### config.mk
export PLATFORM = sky130hd
export DESIGN_NAME = phy_status_and_irq_enable
export DESIGN_NICKNAME = d
export VERILOG_FILES = /design/src/phy_status_pkg.sv /design/src/phy_status_and_irq_enable.sv
export SDC_FILE = /design/constraint.sdc
export NUM_CORES = 1
export LEC_CHECK = 0
export ABC_AREA = 0
export BUFFER_PORTS_ARGS = -buffer_cell sky130_fd_sc_hd__buf_2
export CORE_MARGIN = 1
export CORE_UTILIZATION = 54
export DETAILED_ROUTE_END_ITERATION = 10
export PLACE_DENSITY = 0.91
export SLEW_MARGIN = 20
export SYNTH_ARGS = -nofsm -noshare
export SYNTH_HDL_FRONTEND = slang
export SYNTH_SLANG_ARGS = --single-unit
export TNS_END_PERCENT = 10
### constraint.sdc
create_clock -name mclk -period 4.9 [get_ports mclk]
set_input_delay 0.49 -clock mclk [delete_from_list [all_inputs] [get_ports mclk]]
set_output_delay 0.49 -clock mclk [all_outputs]
set_load 0.01 [all_outputs]
### src/phy_status_pkg.sv
// Register map, field positions, reset values and carrier types for the link status block.
package phy_status_pkg;

    // Register indices; byte address is four times the index.
    localparam logic [9:0] IDX_LINK_STATE = 10'h011;
    localparam logic [9:0] IDX_IRQ_ENABLE = 10'h012;
    localparam logic [9:0] IDX_EVENT_PEND = 10'h013;
    localparam logic [9:0] IDX_IRQ_CONFIG = 10'h014;

    // Link state summary field positions.
    localparam int RATE_HI     = 15;
    localparam int RATE_LO     = 14;
    localparam int DUPLEX_BIT  = 13;
    localparam int PAGE_BIT    = 12;
    localparam int RESOLV_BIT  = 11;
    localparam int LINK_BIT    = 10;
    localparam int XCD_BIT     = 9;
    localparam int XAB_BIT     = 8;
    localparam int GMASK_BIT   = 7;
    localparam int SLEEP_BIT   = 6;
    localparam int CHPOL_HI    = 5;
    localparam int CHPOL_LO    = 2;
    localparam int POL10_BIT   = 1;
    localparam int JABBER_BIT  = 0;

    // Rate encodings.
    localparam logic [1:0] RATE_10M  = 2'h0;
    localparam logic [1:0] RATE_100M = 2'h1;
    localparam logic [1:0] RATE_1G   = 2'h2;

    // Event positions shared by the enable and pending registers.
    localparam int EV_NEG_ERR  = 15;
    localparam int EV_RATE     = 14;
    localparam int EV_DUPLEX   = 13;
    localparam int EV_PAGE     = 12;
    localparam int EV_NEG_DONE = 11;
    localparam int EV_LINK     = 10;
    localparam int EV_FALSE_CS = 8;
    localparam int EV_CROSS    = 6;
    localparam int EV_DOWNSHFT = 5;
    localparam int EV_DOZE     = 4;
    localparam int EV_WAKE     = 3;
    localparam int EV_MAC_ERR  = 2;
    localparam int EV_POLARITY = 1;
    localparam int EV_JABBER   = 0;

    // Reset values and writable masks.
    localparam logic [15:0] ENABLE_RESET = 16'h0000;
    localparam logic [15:0] ENABLE_WMASK = 16'hfd7f;
    localparam logic [15:0] PEND_RESET   = 16'h0000;
    localparam logic [15:0] CONFIG_RESET = 16'h2000;
    localparam logic [15:0] CONFIG_WMASK = 16'h2000;
    localparam int          INT_POL_BIT  = 13;

    // Live state from the transceiver core.
    typedef struct packed {
        logic [1:0] rate;
        logic       fullDuplex;
        logic       negDone;
        logic       negEnabled;
        logic       negRunning;
        logic       linkUp;
        logic       crossCd;
        logic       crossAb;
        logic       gigMasking;
        logic       asleep;
        logic [3:0] chanPolRev;
        logic       pol10Ok;
        logic       jabber;
    } live_status_t;

    // One-cycle event pulses from the transceiver core.
    typedef struct packed {
        logic negError;
        logic pageRx;
        logic falseCarrier;
        logic downshift;
        logic wakePacket;
        logic macIfError;
    } ext_events_t;

endpackage

### src/phy_status_and_irq_enable.sv
// Link state summary, event enable, pending events and interrupt pin behind an APB slave.
//
// How it works
// - Bits 15:14 report speed: 00 ten, 01 hundred, 10 gigabit, 11 reserved.
// - Bit 13 reads one for full duplex, zero for half duplex.
// - Bit 12 latches on page received and clears when the summary is read.
// - Bit 11 reads one when negotiation is done or disabled.
// - Bit 10 shows live link up state.
// - Bit 9 shows crossover resolution of pairs C and D.
// - Bit 8 shows crossover resolution of pairs A and B.
// - Bit 7 shows gigabit masking, only while negotiation runs.
// - Bit 6 reads one while the device sleeps.
// - Bits 5:2 give channel polarity D..A while a gigabit link is up.
// - Bit 1 shows ten megabit polarity correct, resetting to one.
// - Bit 0 mirrors jabber and is not cleared by reading.
// - Jabber bit carries meaning only at ten megabit.
// - An event interrupts only when its enable bit is set.
// - Enable bits 15..10, 8, 6..0 gate the documented events, reset zero.
// - Pending bits set whatever the enable; reading them clears them.
// - Interrupt pin polarity bit resets to one, meaning active low.
//
// Chosen here: the APB register port.
`timescale 1ns/1ps
module phy_status_and_irq_enable
    import phy_status_pkg::*;
(
    // Clock and reset.
    input  wire logic         mclk,
    input  wire logic         resetn,
    // APB slave.
    input  wire logic         psel,
    input  wire logic         penable,
    input  wire logic         pwrite,
    input  wire logic [11:0]  paddr,
    input  wire logic [31:0]  pwdata,
    input  wire logic [3:0]   pstrb,
    output logic              pready,
    output logic [31:0]       prdata,
    output logic              pslverr,
    // Transceiver core.
    input  wire live_status_t live,
    input  wire ext_events_t  extEv,
    // Interrupt.
    output logic              irq,
    output logic              intPin
);

    // Bus phase decode.
    logic        setupPh;
    logic        accessPh;
    logic [9:0]  regIdx;
    logic        addrOk;
    logic        wrLow;
    logic        wrHigh;
    assign setupPh  = psel && !penable;
    assign accessPh = psel && penable;
    assign regIdx   = paddr[11:2];
    assign addrOk   = (paddr[1:0] == 2'h0) &&
                      (regIdx == IDX_LINK_STATE || regIdx == IDX_IRQ_ENABLE ||
                       regIdx == IDX_EVENT_PEND || regIdx == IDX_IRQ_CONFIG);
    assign wrLow    = accessPh && pwrite && pstrb[0];
    assign wrHigh   = accessPh && pwrite && pstrb[1];
    assign pready   = 1'b1;

    // Register strobes; only the access phase commits anything.
    logic rdLink;
    logic rdPend;
    logic wrEnable;
    logic wrPend;
    logic wrConfig;
    assign rdLink   = accessPh && !pwrite && regIdx == IDX_LINK_STATE && addrOk;
    assign rdPend   = accessPh && !pwrite && regIdx == IDX_EVENT_PEND && addrOk;
    assign wrEnable = pwrite && accessPh && regIdx == IDX_IRQ_ENABLE && addrOk;
    assign wrPend   = pwrite && accessPh && regIdx == IDX_EVENT_PEND && addrOk;
    assign wrConfig = pwrite && accessPh && regIdx == IDX_IRQ_CONFIG && addrOk;

    // Byte lane mask built from the strobes.
    logic [15:0] laneMask;
    assign laneMask = {{8{wrHigh}}, {8{wrLow}}};

    // Registered, qualified copy of the live state.
    live_status_t statR;
    live_status_t statNxt;
    always_comb begin
        statNxt            = live;
        // Masking only means something while negotiation runs.
        statNxt.gigMasking = live.gigMasking && live.negRunning;
        // Channel polarity is only reported on an established gigabit link.
        statNxt.chanPolRev = (live.linkUp && live.rate == RATE_1G) ?
                             live.chanPolRev : 4'h0;
        // Jabber is forced off away from ten megabit so it cannot mislead.
        statNxt.jabber     = live.jabber && live.rate == RATE_10M;
    end

    // Sampled state; the polarity bit powers up as correct.
    always_ff @(posedge mclk) begin
        if (!resetn) begin
            statR         <= '0;
            statR.pol10Ok <= 1'b1;
        end else begin
            statR         <= statNxt;
        end
    end

    // Page received latch; a new page in the read cycle survives the clear.
    logic pageLatchR;
    always_ff @(posedge mclk) begin
        if (!resetn) begin
            pageLatchR <= 1'b0;
        end else if (extEv.pageRx) begin
            pageLatchR <= 1'b1;
        end else if (rdLink) begin
            pageLatchR <= 1'b0;
        end
    end

    // Summary word as software sees it.
    logic [15:0] statusWord;
    always_comb begin
        statusWord                    = 16'h0000;
        statusWord[RATE_HI:RATE_LO]   = statR.rate;
        statusWord[DUPLEX_BIT]        = statR.fullDuplex;
        statusWord[PAGE_BIT]          = pageLatchR;
        statusWord[RESOLV_BIT]        = statR.negDone || !statR.negEnabled;
        statusWord[LINK_BIT]          = statR.linkUp;
        statusWord[XCD_BIT]           = statR.crossCd;
        statusWord[XAB_BIT]           = statR.crossAb;
        statusWord[GMASK_BIT]         = statR.gigMasking;
        statusWord[SLEEP_BIT]         = statR.asleep;
        statusWord[CHPOL_HI:CHPOL_LO] = statR.chanPolRev;
        statusWord[POL10_BIT]         = statR.pol10Ok;
        // Reading the summary leaves jabber alone, unlike the basic status copy.
        statusWord[JABBER_BIT]        = statR.jabber;
    end

    // Event detection: change events compare live state with the last sample.
    logic [15:0] evtVec;
    always_comb begin
        evtVec              = 16'h0000;
        evtVec[EV_NEG_ERR]  = extEv.negError;
        evtVec[EV_RATE]     = statNxt.rate != statR.rate;
        evtVec[EV_DUPLEX]   = statNxt.fullDuplex != statR.fullDuplex;
        evtVec[EV_PAGE]     = extEv.pageRx;
        evtVec[EV_NEG_DONE] = statNxt.negDone && !statR.negDone;
        evtVec[EV_LINK]     = statNxt.linkUp != statR.linkUp;
        evtVec[EV_FALSE_CS] = extEv.falseCarrier;
        evtVec[EV_CROSS]    = (statNxt.crossCd != statR.crossCd) ||
                              (statNxt.crossAb != statR.crossAb);
        evtVec[EV_DOWNSHFT] = extEv.downshift;
        evtVec[EV_DOZE]     = statNxt.asleep != statR.asleep;
        evtVec[EV_WAKE]     = extEv.wakePacket;
        evtVec[EV_MAC_ERR]  = extEv.macIfError;
        evtVec[EV_POLARITY] = (statNxt.pol10Ok != statR.pol10Ok) ||
                              (statNxt.chanPolRev != statR.chanPolRev);
        evtVec[EV_JABBER]   = statNxt.jabber && !statR.jabber;
    end

    // Enable register; reserved bits are held at zero by the write mask.
    logic [15:0] enableR;
    always_ff @(posedge mclk) begin
        if (!resetn) begin
            enableR <= ENABLE_RESET;
        end else if (wrEnable) begin
            enableR <= (enableR & ~(laneMask & ENABLE_WMASK)) |
                       (pwdata[15:0] & laneMask & ENABLE_WMASK);
        end
    end

    // Pending events, set whatever the enable; read or write-one clears.
    logic [15:0] pendR;
    logic [15:0] pendClr;
    assign pendClr = (rdPend ? 16'hffff : 16'h0000) |
                     (wrPend ? (pwdata[15:0] & laneMask) : 16'h0000);
    // Set takes priority over clear so an event in the clearing cycle stays.
    always_ff @(posedge mclk) begin
        if (!resetn) begin
            pendR <= PEND_RESET;
        end else begin
            pendR <= (pendR & ~pendClr) | evtVec;
        end
    end

    // Interrupt configuration; only the polarity bit is writable.
    logic [15:0] configR;
    always_ff @(posedge mclk) begin
        if (!resetn) begin
            configR <= CONFIG_RESET;
        end else if (wrConfig) begin
            configR <= (configR & ~(laneMask & CONFIG_WMASK)) |
                       (pwdata[15:0] & laneMask & CONFIG_WMASK);
        end
    end

    // Level interrupt from enabled pending bits, plus the polarised pin.
    assign irq = |(pendR & enableR);
    always_ff @(posedge mclk) begin
        if (!resetn) begin
            intPin <= 1'b1;
        end else begin
            intPin <= configR[INT_POL_BIT] ? !irq : irq;
        end
    end

    // Read data and error are captured in the setup phase so they are flop outputs
    // during access; the cost is that a read sees state one cycle older.
    always_ff @(posedge mclk) begin
        if (!resetn) begin
            prdata  <= 32'h0000_0000;
            pslverr <= 1'b0;
        end else if (setupPh) begin
            pslverr <= !addrOk;
            prdata  <= 32'h0000_0000;
            if (addrOk && !pwrite) begin
                case (regIdx)
                    IDX_LINK_STATE: prdata[15:0] <= statusWord;
                    IDX_IRQ_ENABLE: prdata[15:0] <= enableR;
                    IDX_EVENT_PEND: prdata[15:0] <= pendR;
                    IDX_IRQ_CONFIG: prdata[15:0] <= configR;
                    default:        prdata[15:0] <= 16'h0000;
                endcase
            end
        end
    end
endmodule

==> run_results.csv <==
group,metric,value,unit
logic_synthesis,syn_inst,351,
placed_design,place_hpwl,5600,µm
run,drv_cap,0,
sta,drv_slew,0,
drt,viasPerCell,5.87,
clocking,h-tree-depth,3,
logic_synthesis,syn_area_per_cell,9.05,µm²
logic_synthesis,ys_types,49,
logic_synthesis,synth_edf_count,0,
setup_path,r2r_start,"statR[3]",
clocking,cts_buffers,9,
sta,setup_viol,0,
setup_path,end_kind,"register",
clocking,cts_root_buf,"clkbuf_8",
logic_synthesis,synth_warnings,0,
logic_synthesis,netlist_area,0.00318,mm²
drt,wire_per_inst,15.7,µm
logic_synthesis,async_reset_ff_frac,0,
floorplan,ios,112,
drt,num_vias,2882,
cells_and_area,area_growth,15.8,%
drt,drt_pass1_iterations,5,
clocking,clockBufferDepth,2,
setup_path,arrival,2.51,ns
clocking,ctsResizeCount,0,
cells_and_area,drive_above_1_share,0.239,
logic_synthesis,ys_seq_area_frac,0.416,
logic_synthesis,ys_top_cells_by_area,"dfxtp_1 (42%), mux2i_1 (9.1%), nand2_1 (5.7%)",
drt,drt.antenna.violating_nets,0,
clocking,postCtsSetupBuffers,0,
drt,wl,7720,µm
placed_design,place_congestion,0.849,
floorplan,core,0.00557,mm²
status,status,"finished clean",
setup_path,cp.required,5.14,ns
setup_path,path_max_fanout,15,
logic_synthesis,synth_largest_area_cell,"dfxtp_1",
sta,max_slew.worst_pin.slew,0.923,ns
clocking,cts_tree,"built",
global_routing,track_usage,0.258,
setup_path,crit_path_start,"paddr[9]",
drt,drc,0,
logic_synthesis,yosys.area.top_type_share,0.416,
global_routing,overflow,0,
sta,worst_clock_skew,0.00732,ns
logic_synthesis,ys_seq_elements,66,
sta,final.min_clock_period,2.27,ns
floorplan,start_util,0.570,
floorplan,fp.dieH,78.7,µm
sta,finalHoldViolCount,0,
floorplan,die-width,78.7,µm
sta,fin_setup_tns,0,ns
setup_path,critPathLaunchType,"input pin",
cells_and_area,nets,491,
cells_and_area,design_area,0.00368,mm²
global_routing,grt_pass1_wl,12200,µm
hold_path,hold_start,"live[12]",
setup_path,critPathKind,"in2reg",
clocking,cts_sinks,66,
cells_and_area,nFillCells,479,
drt,drt_iter0_drc,243,
clocking,ctsHoldBuffers,0,
sta,finalCritPeriodShare,0.464,
global_routing,antenna_found_initial,0,
placed_design,io_buffers,76,
clocking,clk_latency,0.35,ns
global_routing,grt_pass1_vias,2624,
logic_synthesis,ys_top_cells_by_count,"dfxtp_1 (66), nand2_1 (48), mux2i_1 (29), nand3_1 (21), clkbuf_1 (18)",
sta,holdWs,0.352,ns
logic_synthesis,synth_top_flop_cell,"dfxtp_1",
logic_synthesis,yosysMostFrequentCell,"dfxtp_1",
cells_and_area,antenna_cells,0,
global_routing,grt_max_degree,62,
floorplan,rows,27,
sta,slew_headroom,0.382,
power,p_leak,1.67,nW
power,ir_drop,0.000223,V
floorplan,dieArea,0.00619,mm²
hold_path,hp-class,"in2reg",
sta,rsz0062_at_grt,"false",
clocking,path_clk_slew,0.07,ns
sta,clock.fmax,440,MHz
placed_design,placed_area,0.00349,mm²
power,power_density,307,mW/mm²
-- cells by family (layout without fill, tap and decap cells) --
logic type,after synthesis,count (layout),share of synthesized area
and+or+nand+nor,126,126,0.212
AOI/OAI and AO/OA,68,68,0.163
DFF,66,66,0.416
buffers and inverters,48,101,0.0803
muxes,31,31,0.0985
xor gates and xnor gates,10,10,0.0276
other,2,17,0.00236
-- area by class of cell --
cell class              instances  area [µm²]  area share
flip-flops and latches         66        1320       0.359
clock inverters                 3        40.0      0.0109
multi-input cells             252        1660       0.450
well taps                      72        90.1      0.0245
repair buffers                 78         395       0.107
clock buffers                  12         145      0.0395
inverters                       8        30.0     0.00816
-- path summary, 6_finish.rpt --
path / slack, ns / depth (start not counted) / end
setup reg to reg: 3.40 / 4 / pendR[1]
hold / removal: 0.35 / 2 / statR[12]
hold reg to reg: 0.45 / 2 / prdata[1]
setup / recovery: 2.63 / 5 / pendR[10]
-- critical path, cell delays in order --
cell and delay, ns:
buf_2 0.10, or4_4 0.57, nor4_4 0.83, nand3_1 0.20, a32o_1 0.31
-- per-layer routing --
layer	track usage	part of all wire
met5	0	0
met4	0.128	0.033
met3	0.0667	0.080
met2	0.419	0.47
met1	0.316	0.42
-- stage by stage --
stage | cells | worst slack (ns) | power [mW] | utilization
2_1_floorplan | 366 | 2.73 | 0.660 | -
3_3_place_gp | 476 | 2.36 | 0.692 | 0.627
3_5_place_dp | 476 | 2.30 | 0.696 | 0.627
4_1_cts | 491 | 2.64 | 1.13 | 0.660
5_1_grt | 491 | 2.52 | 1.17 | 0.660
6_report | 491 | 2.63 | 1.13 | 0.660
-- placed cells by master (no fill, tap or decap), drive strengths merged, types with 8 or more instances in the layout --
master and instances:
buf 78, dfxtp 66, nand2 48, mux2i 29, nand3 21, conb 17
o21ai 13, a2bb2oi 12, clkbuf 12, a32o 11, and3 10, and2 10
inv 8
-- where the power goes --
group / internal [mW] / total [mW] / switching, mW
Combinational: 0.0529 / 0.116 / 0.0631
Sequential: 0.556 / 0.572 / 0.0159
Clock: 0.245 / 0.442 / 0.197
Power figures use the tool's default switching activity.
